$ cat src/rtl/gpt_defs.svh
// Register addresses, field positions, reset values and counts of the timer block.
// Assumes inclusion by bare name from the design modules and the testbench.
`ifndef GPT_DEFS_SVH
`define GPT_DEFS_SVH

`define GPT_T0_LOAD_ADDR   32'hFFFF0300
`define GPT_T0_COUNT_ADDR  32'hFFFF0304
`define GPT_T0_CTRL_ADDR   32'hFFFF0308
`define GPT_T0_CLRI_ADDR   32'hFFFF030C
`define GPT_T1_LOAD_ADDR   32'hFFFF0320
`define GPT_T1_COUNT_ADDR  32'hFFFF0324
`define GPT_T1_CTRL_ADDR   32'hFFFF0328
`define GPT_T1_CLRI_ADDR   32'hFFFF032C
`define GPT_T1_CAP_ADDR    32'hFFFF0330

`define GPT_CTL_EN_BIT       7
`define GPT_CTL_PERIODIC_BIT 6
`define GPT_CTL_FMT_HI       5
`define GPT_CTL_FMT_LO       4
`define GPT_T0_PRE_HI        3
`define GPT_T0_PRE_LO        2
`define GPT_T1_PRE_HI        3
`define GPT_T1_PRE_LO        0
`define GPT_T1_UP_BIT        8
`define GPT_T1_CLK_HI        11
`define GPT_T1_CLK_LO        9
`define GPT_T1_EVT_HI        16
`define GPT_T1_EVT_LO        12
`define GPT_T1_CAPEN_BIT     17

`define GPT_T0_CTL_MASK    16'h00CC
`define GPT_T1_CTL_MASK    32'h0003FFFF
`define GPT_T0_LOAD_RST    16'h0000
`define GPT_T0_COUNT_RST   16'hFFFF
`define GPT_T0_CTL_RST     16'h0000
`define GPT_T1_LOAD_RST    32'h00000000
`define GPT_T1_COUNT_RST   32'hFFFFFFFF
`define GPT_T1_CTL_RST     32'h00000000
`define GPT_T1_CAP_RST     32'h00000000

`define GPT_T0_PRE_DIV16   2'b01
`define GPT_T0_PRE_DIV256  2'b10
`define GPT_T1_PRE_DIV16   4'b0100
`define GPT_T1_PRE_DIV256  4'b1000
`define GPT_T1_PRE_DIVMAX  4'b1111
`define GPT_DIV16_LAST     15
`define GPT_DIV256_LAST    255
`define GPT_T1_DIV_MAX     32768

`define GPT_TM_HR_HI   31
`define GPT_TM_HR_LO   24
`define GPT_TM_MIN_HI  21
`define GPT_TM_MIN_LO  16
`define GPT_TM_SEC_HI  13
`define GPT_TM_SEC_LO  8
`define GPT_TM_SUB_HI  6
`define GPT_TM_SUB_LO  0
`define GPT_TM_MASK    32'hFF3F3F7F
`define GPT_TM_SUB_MAX 7'h7F
`define GPT_TM_MS_MAX  6'h3B
`define GPT_TM_H24_MAX 8'h17
`define GPT_TM_H256_MAX 8'hFF

`endif

$ cat src/rtl/gpt_pkg.sv
// Types shared by the timer block: count formats and clock sources.
// Assumes the constants header is on the include path.
`default_nettype none
package gpt_pkg;
    typedef enum logic [1:0] {
        GPT_FMT_BIN    = 2'b00,
        GPT_FMT_RSV    = 2'b01,
        GPT_FMT_HMS24  = 2'b10,
        GPT_FMT_HMS256 = 2'b11
    } gpt_fmt_t;

    typedef enum logic [2:0] {
        GPT_SRC_CORE  = 3'b000,
        GPT_SRC_XTAL  = 3'b001,
        GPT_SRC_GPIOA = 3'b010,
        GPT_SRC_GPIOB = 3'b011
    } gpt_clksrc_t;
endpackage
`default_nettype wire

$ cat src/rtl/gpt_count_core.sv
// Counter core: free-running or periodic, up or down, binary or time format.
// Assumes tick is a one-cycle prescaled pulse on sys_clk and start follows a control write.
`default_nettype none
`include "gpt_defs.svh"
module gpt_count_core #(
    parameter int              W       = 16,
    parameter logic [W-1:0]    RST_VAL = '1
) (
    input  wire logic             sys_clk,
    input  wire logic             rst,
    input  wire logic             tick,
    input  wire logic             start,
    input  wire logic             enable,
    input  wire logic             periodic,
    input  wire logic             count_up,
    input  wire gpt_pkg::gpt_fmt_t fmt,
    input  wire logic [W-1:0]     load_val,
    output logic      [W-1:0]     count_q,
    output logic                  event_q
);
    import gpt_pkg::*;

    generate
        if (W < 8 || W > 32) begin : g_bad_width
            $error("gpt_count_core: W must be 8 to 32");
        end
    endgenerate

    // =====================================================================
    // Time format stepping
    function automatic logic [31:0] tm_step(input logic [31:0] v, input logic up,
                                            input logic [7:0] hmax);
        logic [7:0] h;
        logic [5:0] m;
        logic [5:0] s;
        logic [6:0] f;
        begin
            h = v[`GPT_TM_HR_HI:`GPT_TM_HR_LO];
            m = v[`GPT_TM_MIN_HI:`GPT_TM_MIN_LO];
            s = v[`GPT_TM_SEC_HI:`GPT_TM_SEC_LO];
            f = v[`GPT_TM_SUB_HI:`GPT_TM_SUB_LO];
            if (up) begin
                if (f < `GPT_TM_SUB_MAX) f = f + 7'h01;
                else begin
                    f = 7'h00;
                    if (s < `GPT_TM_MS_MAX) s = s + 6'h01;
                    else begin
                        s = 6'h00;
                        if (m < `GPT_TM_MS_MAX) m = m + 6'h01;
                        else begin
                            m = 6'h00;
                            h = (h >= hmax) ? 8'h00 : h + 8'h01;
                        end
                    end
                end
            end else begin
                if (f != 7'h00) f = f - 7'h01;
                else begin
                    f = `GPT_TM_SUB_MAX;
                    if (s != 6'h00) s = s - 6'h01;
                    else begin
                        s = `GPT_TM_MS_MAX;
                        if (m != 6'h00) m = m - 6'h01;
                        else begin
                            m = `GPT_TM_MS_MAX;
                            h = (h == 8'h00) ? hmax : h - 8'h01;
                        end
                    end
                end
            end
            tm_step = {h, 2'b00, m, 2'b00, s, 1'b0, f};
        end
    endfunction

    // =====================================================================
    // Next value and terminal detection
    logic          time_on;
    logic [7:0]    hmax;
    logic [W-1:0]  full_scale;
    logic [W-1:0]  nxt;
    logic [W-1:0]  term;
    logic [W-1:0]  ld;
    logic          reach;
    logic          hit;
    logic          step_en;

    // Time format only exists on a 32-bit counter
    assign time_on    = (W == 32) && (fmt == GPT_FMT_HMS24 || fmt == GPT_FMT_HMS256);
    assign hmax       = (fmt == GPT_FMT_HMS24) ? `GPT_TM_H24_MAX : `GPT_TM_H256_MAX;
    assign full_scale = time_on ? W'({hmax, 2'b00, `GPT_TM_MS_MAX, 2'b00, `GPT_TM_MS_MAX,
                                      1'b0, `GPT_TM_SUB_MAX}) : '1;
    assign nxt  = time_on ? W'(tm_step(32'(count_q), count_up, hmax)) :
                  (count_up ? count_q + 1'b1 : count_q - 1'b1);
    assign term = count_up ? full_scale : '0;
    assign ld   = time_on ? W'(32'(load_val) & `GPT_TM_MASK) : load_val;
    assign reach = (nxt == term);
    // Reload replaces the terminal step, so a period is load ticks down
    assign hit   = periodic && (reach || count_q == term);
    assign step_en = enable && tick && !start;

    always_ff @(posedge sys_clk) begin
        if (rst) count_q <= RST_VAL;
        else if (start && periodic) count_q <= ld;
        else if (step_en) count_q <= hit ? ld : nxt;
    end

    always_ff @(posedge sys_clk) begin
        if (rst) event_q <= 1'b0;
        else event_q <= step_en && (reach || hit);
    end

    // =====================================================================
    // Checks
    property p_free_down_wrap;
        @(posedge sys_clk) disable iff (rst)
        step_en && !periodic && !count_up && !time_on && count_q == '0
        |=> count_q == '1;
    endproperty
    a_free_down_wrap: assert property (p_free_down_wrap)
        else $error("free-running down count did not wrap to maximum");

    property p_free_up_wrap;
        @(posedge sys_clk) disable iff (rst)
        step_en && !periodic && count_up && count_q == full_scale |=> count_q == '0;
    endproperty
    a_free_up_wrap: assert property (p_free_up_wrap)
        else $error("free-running up count did not wrap to minimum");

    property p_periodic_reload;
        @(posedge sys_clk) disable iff (rst)
        step_en && hit |=> count_q == $past(ld) && event_q;
    endproperty
    a_periodic_reload: assert property (p_periodic_reload)
        else $error("periodic count did not reload with an event");

    property p_down_step;
        @(posedge sys_clk) disable iff (rst)
        step_en && !hit && !count_up && !time_on |=> count_q == $past(count_q) - 1'b1;
    endproperty
    a_down_step: assert property (p_down_step)
        else $error("down count did not step by one");

    property p_hold_disabled;
        @(posedge sys_clk) disable iff (rst)
        !enable && !start |=> $stable(count_q) && !event_q;
    endproperty
    a_hold_disabled: assert property (p_hold_disabled)
        else $error("disabled counter moved");
endmodule // gpt_count_core
`default_nettype wire

$ cat src/rtl/gpt_timer_top.sv
// Timer block: a 16-bit RTOS timer and a 32-bit general-purpose timer behind APB.
// Assumes a synchronous APB master on sys_clk; clock pins arrive asynchronous.
//
// Added by the designer: register access over APB.
`default_nettype none
`include "gpt_defs.svh"
// Functional notes
// - Free down count wraps zero to maximum
// - Free up count wraps full scale to zero
// - Periodic count reloads load value at terminal
// - Period equals load, or full minus load
// - Count register readable anytime, undisturbed
// - Control write starts timer as configured
// - Interrupt raised at zero or full scale
// - Any write to clear register clears interrupt
// - Time format fields hours minutes seconds subseconds
// - Time layout applies to load and count
// - RTOS timer is 16-bit core-clock down counter
// - Control bit 7 enables timer, reset clear
// - Control bit 6 selects periodic mode
// - RTOS prescale codes divide 1, 16, 256
// - RTOS timer drives an ADC trigger
// - General timer 32-bit, four sources, four divides
// - Capture count on selected event's first assertion
// - General timer drives an ADC trigger
module gpt_timer_top #(
    parameter int T1_DIV_MAX = `GPT_T1_DIV_MAX
) (
    input  wire logic        sys_clk,
    input  wire logic        rst,
    input  wire logic        psel,
    input  wire logic        penable,
    input  wire logic        pwrite,
    input  wire logic [31:0] paddr,
    input  wire logic [31:0] pwdata,
    input  wire logic [3:0]  pstrb,
    output logic      [31:0] prdata,
    output logic             pready,
    output logic             pslverr,
    input  wire logic        xtal_32k_in,
    input  wire logic        gpio_clock_input_a,
    input  wire logic        gpio_clock_input_b,
    input  wire logic [31:0] irq_event_in,
    output logic             rtos_timer_irq,
    output logic             gp_timer_irq,
    output logic             rtos_timer_adc_trig,
    output logic             gp_timer_adc_trig
);
    import gpt_pkg::*;

    localparam int P1W = $clog2(T1_DIV_MAX);

    generate
        if (T1_DIV_MAX <= `GPT_DIV256_LAST + 1 || T1_DIV_MAX > `GPT_T1_DIV_MAX ||
            (T1_DIV_MAX & (T1_DIV_MAX - 1)) != 0) begin : g_bad_div
            $error("gpt_timer_top: T1_DIV_MAX must be a power of two, 512 to 32768");
        end
    endgenerate

    // =====================================================================
    // APB slave: zero wait states, read data registered in the setup cycle
    logic        pready_q;
    logic        pslverr_q;
    logic [31:0] prdata_q;
    logic        setup;
    logic        wr;
    logic        mapped;
    logic [31:0] rdata;
    logic [31:0] wmask;

    logic [15:0] t0_load_q;
    logic [15:0] t0_ctl_q;
    logic [15:0] t0_count;
    logic        t0_start_q;
    logic        t0_evt;
    logic        t0_irq_q;
    logic [31:0] t1_load_q;
    logic [31:0] t1_ctl_q;
    logic [31:0] t1_count;
    logic [31:0] t1_cap_q;
    logic        t1_start_q;
    logic        t1_evt;
    logic        t1_irq_q;

    assign setup = psel && !penable;
    assign wr    = psel && penable && pready_q && pwrite;

    always_comb begin
        wmask = 32'h00000000;
        for (int i = 0; i < 4; i++) begin
            wmask[i*8 +: 8] = {8{pstrb[i]}};
        end
    end

    always_comb begin
        mapped = 1'b1;
        rdata  = 32'h00000000;
        case (paddr)
            `GPT_T0_LOAD_ADDR:  rdata = {16'h0000, t0_load_q};
            `GPT_T0_COUNT_ADDR: rdata = {16'h0000, t0_count};
            `GPT_T0_CTRL_ADDR:  rdata = {16'h0000, t0_ctl_q};
            `GPT_T0_CLRI_ADDR:  rdata = 32'h00000000;
            `GPT_T1_LOAD_ADDR:  rdata = t1_load_q;
            `GPT_T1_COUNT_ADDR: rdata = t1_count;
            `GPT_T1_CTRL_ADDR:  rdata = t1_ctl_q;
            `GPT_T1_CLRI_ADDR:  rdata = 32'h00000000;
            `GPT_T1_CAP_ADDR:   rdata = t1_cap_q;
            default:            mapped = 1'b0;
        endcase
    end

    always_ff @(posedge sys_clk) begin
        if (rst) begin
            pready_q  <= 1'b0;
            pslverr_q <= 1'b0;
            prdata_q  <= 32'h00000000;
        end else begin
            pready_q  <= setup;
            pslverr_q <= setup && !mapped;
            if (setup && !pwrite) prdata_q <= rdata;
        end
    end

    assign prdata  = prdata_q;
    assign pready  = pready_q;
    assign pslverr = pslverr_q;

    // =====================================================================
    // Software registers; reserved control bits are never stored
    always_ff @(posedge sys_clk) begin
        if (rst) begin
            t0_load_q  <= `GPT_T0_LOAD_RST;
            t0_ctl_q   <= `GPT_T0_CTL_RST;
            t0_start_q <= 1'b0;
        end else begin
            t0_start_q <= wr && paddr == `GPT_T0_CTRL_ADDR;
            if (wr && paddr == `GPT_T0_LOAD_ADDR)
                t0_load_q <= (t0_load_q & ~wmask[15:0]) | (pwdata[15:0] & wmask[15:0]);
            if (wr && paddr == `GPT_T0_CTRL_ADDR)
                t0_ctl_q <= ((t0_ctl_q & ~wmask[15:0]) | (pwdata[15:0] & wmask[15:0]))
                            & `GPT_T0_CTL_MASK;
        end
    end

    always_ff @(posedge sys_clk) begin
        if (rst) begin
            t1_load_q  <= `GPT_T1_LOAD_RST;
            t1_ctl_q   <= `GPT_T1_CTL_RST;
            t1_start_q <= 1'b0;
        end else begin
            t1_start_q <= wr && paddr == `GPT_T1_CTRL_ADDR;
            if (wr && paddr == `GPT_T1_LOAD_ADDR)
                t1_load_q <= (t1_load_q & ~wmask) | (pwdata & wmask);
            if (wr && paddr == `GPT_T1_CTRL_ADDR)
                t1_ctl_q <= ((t1_ctl_q & ~wmask) | (pwdata & wmask)) & `GPT_T1_CTL_MASK;
        end
    end

    // =====================================================================
    // RTOS timer: core clock only, prescale 1/16/256
    logic [7:0] t0_pre_q;
    logic [7:0] t0_last;
    logic       t0_en;
    logic       t0_tick;

    assign t0_en = t0_ctl_q[`GPT_CTL_EN_BIT];

    always_comb begin
        case (t0_ctl_q[`GPT_T0_PRE_HI:`GPT_T0_PRE_LO])
            `GPT_T0_PRE_DIV16:  t0_last = 8'(`GPT_DIV16_LAST);
            `GPT_T0_PRE_DIV256: t0_last = 8'(`GPT_DIV256_LAST);
            default:            t0_last = 8'h00;
        endcase
    end

    assign t0_tick = t0_en && !t0_start_q && t0_pre_q >= t0_last;

    always_ff @(posedge sys_clk) begin
        if (rst || t0_start_q || !t0_en || t0_tick) t0_pre_q <= 8'h00;
        else t0_pre_q <= t0_pre_q + 8'h01;
    end

    gpt_count_core #(
        .W       (16),
        .RST_VAL (`GPT_T0_COUNT_RST)
    ) u_rtos_core (
        .sys_clk  (sys_clk),
        .rst      (rst),
        .tick     (t0_tick),
        .start    (t0_start_q),
        .enable   (t0_en),
        .periodic (t0_ctl_q[`GPT_CTL_PERIODIC_BIT]),
        .count_up (1'b0),
        .fmt      (GPT_FMT_BIN),
        .load_val (t0_load_q),
        .count_q  (t0_count),
        .event_q  (t0_evt)
    );

    // =====================================================================
    // General timer clock sources; pin edges are sampled, so a source
    // must stay below a quarter of sys_clk to be counted reliably
    logic [2:0] pin_s1_q;
    logic [2:0] pin_s2_q;
    logic [2:0] pin_s3_q;
    logic [2:0] pin_rise;
    logic       t1_src_tick;
    logic [P1W-1:0] t1_pre_q;
    logic [P1W-1:0] t1_last;
    logic       t1_en;
    logic       t1_tick;

    always_ff @(posedge sys_clk) begin
        if (rst) begin
            pin_s1_q <= 3'h0;
            pin_s2_q <= 3'h0;
            pin_s3_q <= 3'h0;
        end else begin
            pin_s1_q <= {gpio_clock_input_b, gpio_clock_input_a, xtal_32k_in};
            pin_s2_q <= pin_s1_q;
            pin_s3_q <= pin_s2_q;
        end
    end

    assign pin_rise = pin_s2_q & ~pin_s3_q;
    assign t1_en    = t1_ctl_q[`GPT_CTL_EN_BIT];

    always_comb begin
        case (gpt_clksrc_t'(t1_ctl_q[`GPT_T1_CLK_HI:`GPT_T1_CLK_LO]))
            GPT_SRC_CORE:  t1_src_tick = 1'b1;
            GPT_SRC_XTAL:  t1_src_tick = pin_rise[0];
            GPT_SRC_GPIOA: t1_src_tick = pin_rise[1];
            GPT_SRC_GPIOB: t1_src_tick = pin_rise[2];
            default:       t1_src_tick = 1'b0;
        endcase
    end

    always_comb begin
        case (t1_ctl_q[`GPT_T1_PRE_HI:`GPT_T1_PRE_LO])
            `GPT_T1_PRE_DIV16:  t1_last = P1W'(`GPT_DIV16_LAST);
            `GPT_T1_PRE_DIV256: t1_last = P1W'(`GPT_DIV256_LAST);
            `GPT_T1_PRE_DIVMAX: t1_last = P1W'(T1_DIV_MAX - 1);
            default:            t1_last = '0;
        endcase
    end

    assign t1_tick = t1_en && !t1_start_q && t1_src_tick && t1_pre_q >= t1_last;

    always_ff @(posedge sys_clk) begin
        if (rst || t1_start_q || !t1_en || t1_tick) t1_pre_q <= '0;
        else if (t1_src_tick) t1_pre_q <= t1_pre_q + 1'b1;
    end

    gpt_count_core #(
        .W       (32),
        .RST_VAL (`GPT_T1_COUNT_RST)
    ) u_gp_core (
        .sys_clk  (sys_clk),
        .rst      (rst),
        .tick     (t1_tick),
        .start    (t1_start_q),
        .enable   (t1_en),
        .periodic (t1_ctl_q[`GPT_CTL_PERIODIC_BIT]),
        .count_up (t1_ctl_q[`GPT_T1_UP_BIT]),
        .fmt      (gpt_fmt_t'(t1_ctl_q[`GPT_CTL_FMT_HI:`GPT_CTL_FMT_LO])),
        .load_val (t1_load_q),
        .count_q  (t1_count),
        .event_q  (t1_evt)
    );

    // =====================================================================
    // Capture on the rising edge of the selected event; capture beats a
    // software write landing in the same cycle
    logic evt_sel;
    logic evt_prev_q;
    logic cap_fire;

    assign evt_sel  = irq_event_in[t1_ctl_q[`GPT_T1_EVT_HI:`GPT_T1_EVT_LO]];
    assign cap_fire = t1_ctl_q[`GPT_T1_CAPEN_BIT] && evt_sel && !evt_prev_q;

    always_ff @(posedge sys_clk) begin
        if (rst) evt_prev_q <= 1'b0;
        else evt_prev_q <= evt_sel;
    end

    always_ff @(posedge sys_clk) begin
        if (rst) t1_cap_q <= `GPT_T1_CAP_RST;
        else if (cap_fire) t1_cap_q <= t1_count;
        else if (wr && paddr == `GPT_T1_CAP_ADDR)
            t1_cap_q <= (t1_cap_q & ~wmask) | (pwdata & wmask);
    end

    // =====================================================================
    // Interrupt flags: terminal event wins over a clear in the same cycle
    always_ff @(posedge sys_clk) begin
        if (rst) t0_irq_q <= 1'b0;
        else if (t0_evt) t0_irq_q <= 1'b1;
        else if (wr && paddr == `GPT_T0_CLRI_ADDR) t0_irq_q <= 1'b0;
    end

    always_ff @(posedge sys_clk) begin
        if (rst) t1_irq_q <= 1'b0;
        else if (t1_evt) t1_irq_q <= 1'b1;
        else if (wr && paddr == `GPT_T1_CLRI_ADDR) t1_irq_q <= 1'b0;
    end

    assign rtos_timer_irq      = t0_irq_q;
    assign gp_timer_irq        = t1_irq_q;
    assign rtos_timer_adc_trig = t0_evt;
    assign gp_timer_adc_trig   = t1_evt;

    // =====================================================================
    // Checks
    property p_irq_set;
        @(posedge sys_clk) disable iff (rst)
        t0_evt |=> t0_irq_q;
    endproperty
    a_irq_set: assert property (p_irq_set)
        else $error("terminal event did not raise the interrupt");

    property p_irq_clear;
        @(posedge sys_clk) disable iff (rst)
        wr && paddr == `GPT_T1_CLRI_ADDR && !t1_evt |=> !t1_irq_q;
    endproperty
    a_irq_clear: assert property (p_irq_clear)
        else $error("clear write left the interrupt pending");

    property p_read_count;
        @(posedge sys_clk) disable iff (rst)
        setup && !pwrite && paddr == `GPT_T0_COUNT_ADDR
        |=> pready && prdata == {16'h0000, $past(t0_count)};
    endproperty
    a_read_count: assert property (p_read_count)
        else $error("count read returned a wrong value");

    property p_capture;
        @(posedge sys_clk) disable iff (rst)
        cap_fire |=> t1_cap_q == $past(t1_count);
    endproperty
    a_capture: assert property (p_capture)
        else $error("capture register missed the event");

    property p_ctl_reserved;
        @(posedge sys_clk) disable iff (rst)
        ##1 (t0_ctl_q & ~`GPT_T0_CTL_MASK) == 16'h0000 &&
            (t1_ctl_q & ~`GPT_T1_CTL_MASK) == 32'h00000000;
    endproperty
    a_ctl_reserved: assert property (p_ctl_reserved)
        else $error("reserved control bits are set");

    property p_t0_prescale;
        @(posedge sys_clk) disable iff (rst)
        t0_tick && t0_ctl_q[`GPT_T0_PRE_HI:`GPT_T0_PRE_LO] == `GPT_T0_PRE_DIV16 |=> !t0_tick;
    endproperty
    a_t0_prescale: assert property (p_t0_prescale)
        else $error("divide-by-16 prescaler ticked twice in a row");

    property p_t0_trig;
        @(posedge sys_clk) disable iff (rst)
        rtos_timer_adc_trig |=> !rtos_timer_adc_trig && rtos_timer_irq;
    endproperty
    a_t0_trig: assert property (p_t0_trig)
        else $error("trigger pulse longer than one cycle or no interrupt");

    property p_t1_trig;
        @(posedge sys_clk) disable iff (rst)
        gp_timer_adc_trig |-> $past(t1_en);
    endproperty
    a_t1_trig: assert property (p_t1_trig)
        else $error("trigger from a disabled general timer");
endmodule // gpt_timer_top
`default_nettype wire

$ cat config.mk
export PLATFORM = sky130hd
export DESIGN_NAME = gpt_timer_top
export DESIGN_NICKNAME = d
export VERILOG_FILES = /design/src/rtl/gpt_pkg.sv /design/src/rtl/gpt_count_core.sv /design/src/rtl/gpt_timer_top.sv
export VERILOG_INCLUDE_DIRS = /design/src /design/src/rtl
export SDC_FILE = /design/constraint.sdc
export NUM_CORES = 1
export LEC_CHECK = 0
export ABC_AREA = 1
export BUFFER_PORTS_ARGS = -buffer_cell sky130_fd_sc_hd__buf_2
export CORE_AREA = 5 5 253 181
export CTS_CLUSTER_DIAMETER = 30
export DETAILED_ROUTE_END_ITERATION = 7
export DIE_AREA = 0 0 258 186
export REMOVE_ABC_BUFFERS = 1
export SETUP_SLACK_MARGIN = 0.05
export SYNTH_ARGS = -nofsm -noshare
export SYNTH_HDL_FRONTEND = slang
export SYNTH_SLANG_ARGS = --single-unit
$ cat constraint.sdc
create_clock -name sys_clk -period 11.7 [get_ports sys_clk]
set_clock_uncertainty 0.15 [all_clocks]
set_input_delay 1.755 -clock sys_clk [delete_from_list [all_inputs] [get_ports sys_clk]]
set_output_delay 1.755 -clock sys_clk [all_outputs]
set_load 0.005 [all_outputs]
## Word-level counts from Yosys, hierarchy flattened

Index checks and enable logic that the tools add are counted.

| cells by class | value |
|---|---|
| div/mod/pow operators | 0 |
| $add $sub $neg | 13 |
| muxes and demuxes | 49 |
| shift-type cells | 0 |
| reduce and logical (&&, ||, !) cells | 62 |
| equality and inequality tests | 21 |
| multipliers | 0 |
| order comparisons | 7 |
| bitwise operators | 16 |

Operators with widths:

| operator | number |
|---|---|
| equality test 32 bit, second input constant | 9 |
| two-way mux 32 bit | 9 |
| case mux 32 bit (7 select lines) | 1 |
| AND 32 bit | 3 |
| two-way mux 8 bit | 10 |
| two-way mux 6 bit | 12 |
| equality test 32 bit | 2 |
| bitwise OR 32 bit | 2 |
| two-way mux 16 bit | 3 |
| case mux 15 bit (3 select lines) | 1 |
| adder 32 x 1 -> 32 bit, second input constant | 1 |
| AND 16 bit | 2 |
| logical NOT 16 bit | 2 |
| inverter 32 bit | 1 |
| subtractor 32 x 1 -> 32 bit, second input constant | 1 |
| logical AND 1 bit | 30 |
| two-way mux 24 bit | 1 |
| two-way mux 7 bit | 3 |
| AND 18 bit | 1 |
| bitwise OR 18 bit | 1 |
| adder 8 x 1 -> 8 bit, second input constant | 2 |
| >= comparator 8 bit | 2 |
| inverter 16 bit | 1 |
| bitwise OR 16 bit | 1 |
| other kinds (33) | 67 |

| storage, ports and cells | value |
|---|---|
| bits in registers | 223 |
| memories | 0 |
| output and inout port bits | 38 |
| bits in writable memories | 0 |
| latch bits | 0 |
| memory bits (read-only) | 0 |

## Longest topological paths before layout

Gate-level depths: netlist of run 1.

| logic depth | value |
|---|---|
| depth in word-level cells | 15 |
| gate-level depth with buffers | 29 |
| depth with buffers taken out | 26 |

## Modules after synthesis

A second synthesis of run 1 with hierarchy kept.

| unflattened totals | value |
|---|---|
| cell total of the unflattened synthesis | 3304 |
| area, all modules | 19262.2 µm² |

Modules (own cells, without submodules):

| module | area an instance (µm²) | instances | cells an instance | sequential area each (µm²) |
|---|---|---|---|---|
| gpt_timer_top | 9639.2 | 1 | 1460 | 3463.3 |
| gpt_count_core (u_gp_core) | 7218.2 | 1 | 1410 | 660.6 |
| gpt_count_core (u_rtos_core) | 2404.8 | 1 | 434 | 340.3 |

## Least setup slack after synthesis of run 1

Ideal clock, no wire load.

| timing | value |
|---|---|
| path type | flip-flop to flip-flop |
| from | register with a tool-made name |
| to | register u_gp_core.count_q[10] |
| clock period less this slack | 4.146 ns |
| cell stages (with the launch flop) | 28 |
| arrival | 3.882 ns |
| setup time | 0.114 ns |
| slack | 7.554 ns |
| cell sequence | dfxtp_1 clkinv_1 buf_2 buf_1 ha_1 nand2_1 inv_1 nand2_1 nand2_1 a21oi_1 nor2_1 nor2_1 nand2_1 nand2_1 nand3_1 nand2_1 nand2_1 nand2_1 nand3_1 nor2_1 nand3_1 nand2_2 nand2_4 nand2_8 buf_12 nand2_2 nand3_1 nand2_1 |

RTL lines:

| what | RTL line | RTL |
|---|---|---|
| end signal, assigned | gpt_count_core.sv:103 | `else if (start && periodic) count_q <= ld;` |
| end signal, assigned | gpt_count_core.sv:104 | `else if (step_en) count_q <= hit ? ld : nxt;` |
| end, declared | gpt_count_core.sv:18 | `output logic [W-1:0] count_q,` |

==> results.yml, run 1 <==
status:
  outcome: "complete, no violations"
setup_path:
  critPathRequiredTime_ps: 11960
  slowest_stage: "clkinv_1"
  reg2regPathDepth: 24
  max_stage_delay_ps: 640
  critPathArrivalTime_ps: 5410
  rrSetupSlack_ps: 6550
  path_class: "flip-flop to flip-flop"
  setup.worst_path.end_class: "flip-flop"
  crit_top_cell: "nand2_1"
  crit_chain: "clkinv_1, buf_4, ha_1, nand2_1, nor2_1, inv_1, nor2_1, nand3b_1, nand4_1, nand2_1, nand2_1, nand2_1, nor2_1, nand3_1, nand2_1, nand2_1, nor2_1, nand3_1, nand2_2, nand2_4, nand2_8, nand2_2, nand3_1, nand2_1"
  crit_fanout: 34
  worstReg2RegEnd: "u_gp_core.count_q[14]"
  start_kind: "flip-flop"
layout:
  nets: 2988
  drive_above_1_share_pct: 10.82
  final_area_sq_mm: 0.01903
  finalNonFillerCells: 3398
  antenna_cells: 0
  area_growth_pct: 14.55
  final_util_pct: 44.08
  fillers: 4554
grt:
  grt_pass1_wl_mm: 97.35
  grt_max_degree: 80
  antenna_found_initial: 0
  overflow: 0
  grt_pass1_vias: 16970
  grt_usage_pct: 25.43
floorplanning:
  die_y_um: 186
  start_util_pct: 38.48
  rows: 64
  die_area_sq_mm: 0.04799
  io_pins: 146
  core-area_sq_mm: 0.04316
  die_w_um: 258
sta:
  rsz0062_at_grt: "false"
  max_slew.worst_pin.slew_ps: 1086
  hold_violations: 0
  setup_viol: 0
  period_minus_slack_ps: 5147
  max-slew-margin-rel_pct: 27.36
  drv_slew: 0
  tns_ps: 0
  setup_slack_ps: 6553
  max_clock_freq_ghz: 0.1943
  finalCritPeriodShare_pct: 43.99
yosys:
  synthDistinctLibCells: 57
  synth_area_leader_cell: "dfxtp_1"
  yosys_most_used_dff: "dfxtp_1"
  synth_edf_count: 0
  yosysTopAreaCellShare_pct: 26.88
  yosysWarnings: 0
  async_flop_share_pct: 0
  syn_area_sq_mm: 0.01661
  netlist_instances: 2714
  avgSynthCellArea_sq_um: 6.120
  synth.area.top_cells: "dfxtp_1 (27%), nand2_1 (15%), inv_1 (8.9%)"
  ys_seq_elements: 223
  synth.yosys.seq_area_share_pct: 26.88
placement:
  placed_cells: 3335
  gp_congestion: 0.9984
  pre_cts_slack_ps: 6673
  placed_cell_area_sq_mm: 0.01768
  io_buffer_count: 145
  place_hpwl_mm: 48.27
cts:
  path_clk_slew_ps: 60
  h-tree-depth: 2
  post_cts_buffers: 0
  postCtsHoldBufs: 0
  clock_path_buffers: 3
  cts_sinks: 223
  cts_made_buffers: 36
  clock-root-buffer: "clkbuf_16"
  clk_latency_ps: 520
  cts_tree: "done"
  cts_resized: 0
pwr:
  power_leakage_nw: 8.847
  power.density_mw_per_mm2: 106.0
  irDropWorstVdd_mv: 0.09529
  swShare_pct: 21.99
  share_comb_of_total_power_pct: 2.8
  p_sw_uw: 443.4
  seqPwrFrac_pct: 37.8
  pwr-share-clk_pct: 59.4
  intPower_mw: 1.573
route:
  first_iter_violations: 1763
  viasPerCell: 5.459
  drc: 0
  antenna_left: 0
  first_pass_iters: 5
  wl_per_cell_um: 18.63
  vias: 18550
  finalWirelength_mm: 63.30
hold_path:
  timing.hold.worst.start: "pin_s2_q[0]"
  hold_depth: 2
  hold_path_end: "pin_s3_q[0]"
  worst_hold_path_type: "flip-flop to flip-flop"
run:
  cap_violations: 0
through the flow:
| step | power [mW] | hold WS [ps] |
|---|---|---|
| 6_report | 2.016 | 283.0 |
| 3_3_place_gp | 0.8331 | 284.9 |
| 2_1_floorplan | 0.7954 | 238.3 |
| 3_5_place_dp | 0.8336 | 280.2 |
| 5_1_grt | 2.074 | 304.2 |
| 4_1_cts | 2.029 | 288.9 |
layout make-up:
class,count,area [sq um],share of cell area (%)
clock inverter,19,342.8,1.802
clock buffer,44,1002,5.267
inverter,406,1524,8.009
timing repair buffer,161,845.8,4.445
tap,561,701.9,3.689
sequential,223,4464,23.46
multi-input combinational,1984,10150,53.32
power by group through the flow:
| stage | Clock [mW] | Sequential, mW | Combinational (mW) |
|---|---|---|---|
| 2_1_floorplan | 0 | 0.778 | 0.0172 |
| 3_3_place_gp | 0 | 0.778 | 0.0548 |
| 4_1_cts | 1.21 | 0.762 | 0.0555 |
| 5_1_grt | 1.25 | 0.762 | 0.0612 |
| 6_report | 1.20 | 0.762 | 0.0558 |
| 3_5_place_dp | 0 | 0.778 | 0.0553 |
synthesized netlist by cell type (3+ instances only):
| cell | number |
|---|---|
| nor2_4 | 6 |
| a211oi_1 | 23 |
| nor4_1 | 10 |
| o21ai_0 | 218 |
| buf_4 | 6 |
| ha_1 | 67 |
| xor2_1 | 22 |
| o41ai_1 | 4 |
| or2_2 | 6 |
| dfxtp_1 | 223 |
| and2_1 | 4 |
| o211ai_1 | 13 |
| inv_2 | 10 |
| o31ai_1 | 14 |
| buf_12 | 3 |
| clkinv_1 | 4 |
| buf_6 | 3 |
| nor2_1 | 232 |
| nor2_2 | 6 |
| nor3b_1 | 7 |
| nand2_1 | 676 |
| o21ai_1 | 11 |
| o221ai_1 | 21 |
| o22ai_1 | 31 |
| xnor2_1 | 6 |
| buf_2 | 13 |
| nand3b_1 | 10 |
| clkbuf_1 | 74 |
| a31oi_1 | 17 |
| nor3_1 | 27 |
| nand4_1 | 53 |
| inv_1 | 392 |
| nand2_2 | 39 |
| a21oi_1 | 159 |
| nand3_2 | 4 |
| nand3_1 | 256 |
| o21bai_1 | 16 |
| o2111ai_1 | 3 |
layer usage:
layer	share of wire, %	up-vias	GRT usage, %	wire length [um]
met3	8.9	88	5.330	5616
met5	0	-	0	0
met1	48	8577	37.53	30070
li1	-	9144	-	-
met2	42	740	38.27	26440
met4	1.8	0	5.528	1163
cells by family after synthesis:
kind of cell / Yosys count / share of synthesized area (%)
xor gates and xnor gates: 28 / 1.476
adders and majority gates: 68 / 5.168
and+or+nand+nor: 1349 / 35.94
DFF: 223 / 26.88
buffers and inverters: 507 / 12.12
AOI/OAI and AO/OA: 539 / 18.42
how the worst max path moves through the flow:
stage               from                    end  slack, ps  cells past startpoint
6_report       flip-flop  u_gp_core.count_q[14]       6550                     24
5_1_grt        flip-flop  u_gp_core.count_q[31]       6130                     24
4_1_cts        flip-flop  u_gp_core.count_q[10]       6660                     24
3_5_place_dp   flip-flop  u_gp_core.count_q[14]       6670                     24
3_3_place_gp   flip-flop  u_gp_core.count_q[31]       6700                     24
2_1_floorplan  flip-flop   u_gp_core.count_q[0]       6830                     23
layout by cell type (no fill, tap or decap), types with 16 or more instances in the layout:
| cell | n |
|---|---|
| ha_1 | 67 |
| clkbuf_16 | 37 |
| o22ai_1 | 31 |
| nor3_1 | 27 |
| dfxtp_1 | 223 |
| o21bai_1 | 16 |
| a31oi_1 | 17 |
| inv_1 | 391 |
| nand2_1 | 676 |
| buf_2 | 145 |
| o221ai_1 | 21 |
| a21oi_1 | 159 |
| nor2_1 | 231 |
| buf_4 | 16 |
| nand2_2 | 39 |
| xor2_1 | 22 |
| nand3_1 | 255 |
| nand4_1 | 53 |
| o21ai_0 | 218 |
| a211oi_1 | 23 |
critical path, delay by kind of cell (launching register included):
kind | cells | cell delay, ps
AND/OR/NAND/NOR | 20 | 2770
buffers and inverters | 3 | 1300
flip-flops | 1 | 330
adder cells (fa/ha/maj) | 1 | 430
Power figures use the tool's default switching activity.
==> inputs of run 2 (changes only) <==
- clock period: 11.7 -> 4.92 ns (I/O delays scaled with it)
==> results.yml, run 2 (synthesis gave the netlist of run 1 again) <==
status:
  outcome: "complete, no violations"
floorplanning:
  die_y_um: 186
  die_area_sq_mm: 0.04799
  start_util_pct: 38.48
  io_pins: 146
  rows: 64
  core-area_sq_mm: 0.04316
  die_w_um: 258
cts:
  clk_latency_ps: 530
  cts_tree: "done"
  h-tree-depth: 2
  cts_resized: 0
  cts_made_buffers: 41
  cts_sinks: 223
  path_clk_slew_ps: 60
  clock-root-buffer: "clkbuf_16"
  post_cts_buffers: 0
  postCtsHoldBufs: 0
  clock_path_buffers: 3
sta:
  tns_ps: 0
  finalCritPeriodShare_pct: 89.54
  holdWs_ps: 252.6
  setup_viol: 0
  period_minus_slack_ps: 4405
  max_clock_freq_ghz: 0.2270
  max_slew.worst_pin.slew_ps: 1123
  rsz0062_at_grt: "false"
  hold_violations: 0
  setup_slack_ps: 514.6
  drv_slew: 0
  max-slew-margin-rel_pct: 24.89
placement:
  place_hpwl_mm: 49.59
  pre_cts_slack_ps: 515.6
  placed_cell_area_sq_mm: 0.01777
  placed_cells: 3347
  gp_congestion: 1.008
  io_buffer_count: 145
pwr:
  intPower_mw: 3.943
  p_sw_mw: 1.165
  finalPower_mw: 5.107
  swShare_pct: 22.81
  share_comb_of_total_power_pct: 2.7
  pwr-share-clk_pct: 61.8
  power_leakage_nw: 9.003
  seqPwrFrac_pct: 35.5
  power.density_mw_per_mm2: 264.3
  irDropWorstVdd_mv: 0.3172
grt:
  grt_pass1_wl_mm: 99.64
  overflow: 0
  antenna_found_initial: 1
  grt_max_degree: 67
  grt_usage_pct: 25.79
  grt_pass1_vias: 17500
hold_path:
  timing.hold.worst.start: "pin_s1_q[0]"
  hold_depth: 2
  hold_path_end: "pin_s2_q[0]"
  worst_hold_path_type: "flip-flop to flip-flop"
setup_path:
  crit_chain: "inv_1, fa_1, inv_1, nand2_1, nand3_1, nand3_1, nand2_1, nand2_1, nand2_1, nand3b_1, nand3_1, nand3_1, nand2_1, xor2_1, nor2_1, nand3_1, nand2_2, nand2_4, nand2_8, nand2_2, nand3_1, nand2_1"
  critPathBufInv: 2
  crit_fanout: 33
  cp_top_family: "simple AND/OR/NAND/NOR gates"
  critPathRequiredTime_ps: 5230
  path_class: "flip-flop to flip-flop"
  max_stage_delay_ps: 500
  worstReg2RegEnd: "u_gp_core.count_q[26]"
  rrSetupSlack_ps: 510
  setup.worst_path.end_class: "flip-flop"
  start_kind: "flip-flop"
  rr_startpoint: "u_gp_core.count_q[1]"
  critPathArrivalTime_ps: 4710
  slowest_stage: "fa_1"
  reg2regPathDepth: 22
layout:
  nets: 3005
  antenna_cells: 0
  fillers: 4475
  drive_above_1_share_pct: 11.53
  multiInputGateArea_sq_mm: 0.01014
  regArea_sq_mm: 0.004464
  final_util_pct: 44.77
  final_common_cell: "nand2_1"
  final_cell_mix: "nand2_1 (676), inv_1 (391), nand3_1 (256), nor2_1 (231), dfxtp_1 (223)"
  area_growth_pct: 16.33
  finalNonFillerCells: 3423
  final_area_sq_mm: 0.01932
route:
  antenna_left: 0
  vias: 18820
  wl_per_cell_um: 18.76
  drc: 0
  first_pass_iters: 8
  finalWirelength_mm: 64.22
  first_iter_violations: 2110
  viasPerCell: 5.499
run:
  cap_violations: 0
[run 2: final cells by class]
cell class,instances,share of cell area (%)
Inverter,406,7.907
Clock buffer,51,5.983
Sequential cell,223,23.10
Tap cell,561,3.633
Multi-Input combinational cell,1984,52.48
Timing Repair Buffer,173,4.844
Clock inverter,25,2.046
[run 2: power by group through the flow]
stage / Combinational, mW / Clock [mW] / Sequential (mW)
after floorplan: 0.0410 / 0 / 1.85
after global placement: 0.134 / 0 / 1.85
after detailed placement: 0.135 / 0 / 1.85
after CTS: 0.135 / 3.19 / 1.81
after global routing: 0.148 / 3.29 / 1.81
final: 0.136 / 3.16 / 1.81
[run 2: how the worst max path moves through the flow]
stage / start / endpoint / slack [ps] / depth (start not counted)
2_1_floorplan: flip-flop / u_gp_core.count_q[0] / 40 / 23
3_3_place_gp: flip-flop / u_gp_core.count_q[0] / 620 / 22
3_5_place_dp: flip-flop / u_gp_core.count_q[10] / 520 / 22
4_1_cts: flip-flop / u_gp_core.count_q[26] / 500 / 22
5_1_grt: flip-flop / u_gp_core.count_q[15] / 160 / 24
6_report: u_gp_core.count_q[1] / u_gp_core.count_q[26] / 510 / 22
[run 2: metal layers]
layer	global-route usage [%]	vias to the layer above	routed length (um)
li1	-	9195	-
met1	37.76	8695	30100
met2	39.42	811	27040
met3	4.733	119	5491
met4	6.126	2	1581
met5	0	-	13
[run 2: worst min-delay path: cells and delay by family, from the launching register on]
kind | cells | cell delay (ps)
DFF | 1 | 290
buffers and inverters | 1 | 40
and+or+nand+nor | 1 | 30
==> inputs of run 3 (changes only) <==
- CORE_AREA: 5 5 253 181 -> 5 5 328 233
- DIE_AREA: 0 0 258 186 -> 0 0 333 238
- PLACE_DENSITY: not set -> 0.34
- REMOVE_ABC_BUFFERS: 1 -> not set
==> results.yml, run 3 (synthesis gave the netlist of run 1 again) <==
status:
  outcome: "complete, no violations"
grt:
  grt_usage_pct: 18.09
  grt_pass1_vias: 17710
  grt_max_degree: 97
  overflow: 0
  antenna_found_initial: 2
  grt_pass1_wl_mm: 112.7
route:
  first_iter_violations: 1501
  drc: 0
  first_pass_iters: 5
  vias: 18600
  wl_per_cell_um: 19.21
  viasPerCell: 4.808
  finalWirelength_mm: 74.34
  antenna_left: 0
cts:
  clk_latency_ps: 600
  cts_made_buffers: 56
  cts_sinks: 223
  cts_tree: "done"
  postCtsHoldBufs: 0
  cts_resized: 0
  clock-root-buffer: "clkbuf_16"
  h-tree-depth: 2
  clock_path_buffers: 3
  path_clk_slew_ps: 40
  post_cts_buffers: 0
layout:
  area_growth_pct: 22.16
  antenna_cells: 0
  nets: 3024
  final_util_pct: 27.83
  final_cell_mix: "nand2_1 (675), inv_1 (391), nand3_1 (256), nor2_1 (231), dfxtp_1 (223)"
  final_common_cell: "nand2_1"
  drive_above_1_share_pct: 12.41
  fillers: 8286
floorplanning:
  core-area_sq_mm: 0.07290
  rows: 83
  start_util_pct: 22.78
  die_y_um: 238
  die_w_um: 333
  die_area_sq_mm: 0.07925
  io_pins: 146
setup_path:
  critPathArrivalTime_ps: 4740
  crit_top_cell: "nand2_1"
  crit_fanout: 32
  rrSetupSlack_ps: 470
  crit_chain: "inv_2, fa_1, inv_1, nand2_1, nand3_1, nand3_1, nand2_1, nand2_1, nand2_1, nand2_1, nand3_1, nand3_1, o21ai_1, nand3_1, nand2_1, nand2_1, nor2_1, nand3_1, nand2_2, nand2_4, nand2_8, nand2_1, nand3_1, nand2_1"
  max_stage_delay_ps: 610
  setup.worst_path.end_class: "flip-flop"
  slowest_stage: "dfxtp_1"
  start_kind: "flip-flop"
  critPathRequiredTime_ps: 5220
  path_class: "flip-flop to flip-flop"
sta:
  period_minus_slack_ps: 4446
  finalCritPeriodShare_pct: 90.37
  setup_viol: 0
  hold_violations: 0
  max_clock_freq_ghz: 0.2249
  max-slew-margin-rel_pct: 21.25
  tns_ps: 0
  drv_slew: 0
  holdWs_ps: 195.7
  rsz0062_at_grt: "false"
  max_slew.worst_pin.slew_ps: 1181
pwr:
  power_leakage_nw: 9.219
  power.density_mw_per_mm2: 286.0
  finalPower_mw: 5.803
  irDropWorstVdd_mv: 0.2479
placement:
  io_buffer_count: 145
  place_hpwl_mm: 58.56
  gp_congestion: 0.8946
run:
  cap_violations: 0
yosys:
  syn_nets: 2890
hold_path:
  worst_hold_path_type: "input port to flip-flop"
[run 3: report_power, final]
part | switching (mW) | total (mW) | internal [mW]
Clock | 1.25 | 3.84 | 2.59
Sequential | 0.00128 | 1.82 | 1.82
Combinational | 0.0969 | 0.142 | 0.0455
Total | 1.35 | 5.80 | 4.46
[run 3: cell type report]
type                            count  area [sq um]  area share, %
Clock buffer                       71          1558          7.677
Tap cell                          977          1222          6.025
Sequential cell                   223          4464          22.00
Inverter                          406          1525          7.517
Timing Repair Buffer              177         965.9          4.760
Clock inverter                     31         411.6          2.029
Multi-Input combinational cell   1984         10140          49.99
[run 3: final timing paths]
path | start | depth (start not counted) | to
worst min-delay path | gpio_clock_input_a | 3 | pin_s1_q[1]
worst max register to register | u_gp_core.count_q[0] | 24 | u_gp_core.count_q[31]
worst max-delay path | u_gp_core.count_q[0] | 24 | u_gp_core.count_q[31]
worst min register to register | pin_s1_q[0] | 2 | pin_s2_q[0]
[run 3: through the flow]
| stage | setup WS (ps) | instance area [sq um] | instances |
|---|---|---|---|
| 3_5_place_dp | 499.3 | 18320 | 3767 |
| 5_1_grt | 104.1 | 20290 | 3869 |
| 6_report | 473.6 | 20290 | 3869 |
| 4_1_cts | 461.5 | 20290 | 3869 |
| 3_3_place_gp | 464.3 | 18320 | 3767 |
| 2_1_floorplan | 774.2 | 16610 | 2714 |
[run 3: metal layers]
metal	wire, um	GRT usage [%]	part of all wire, %
met1	38270	27.46	51
met2	30150	26.59	41
met3	4788	3.800	6.4
met4	1120	2.923	1.5
met5	13	0.1182	0.017
[run 3: critical path, delay by kind of cell (launching register included)]
kind	cells	cell delay, ps
AND/OR/NAND/NOR	20	2360
AO/OA/AOI/OAI	1	180
adder cells (fa/ha/maj)	1	530
flip-flops	1	610
buffers and inverters	2	430
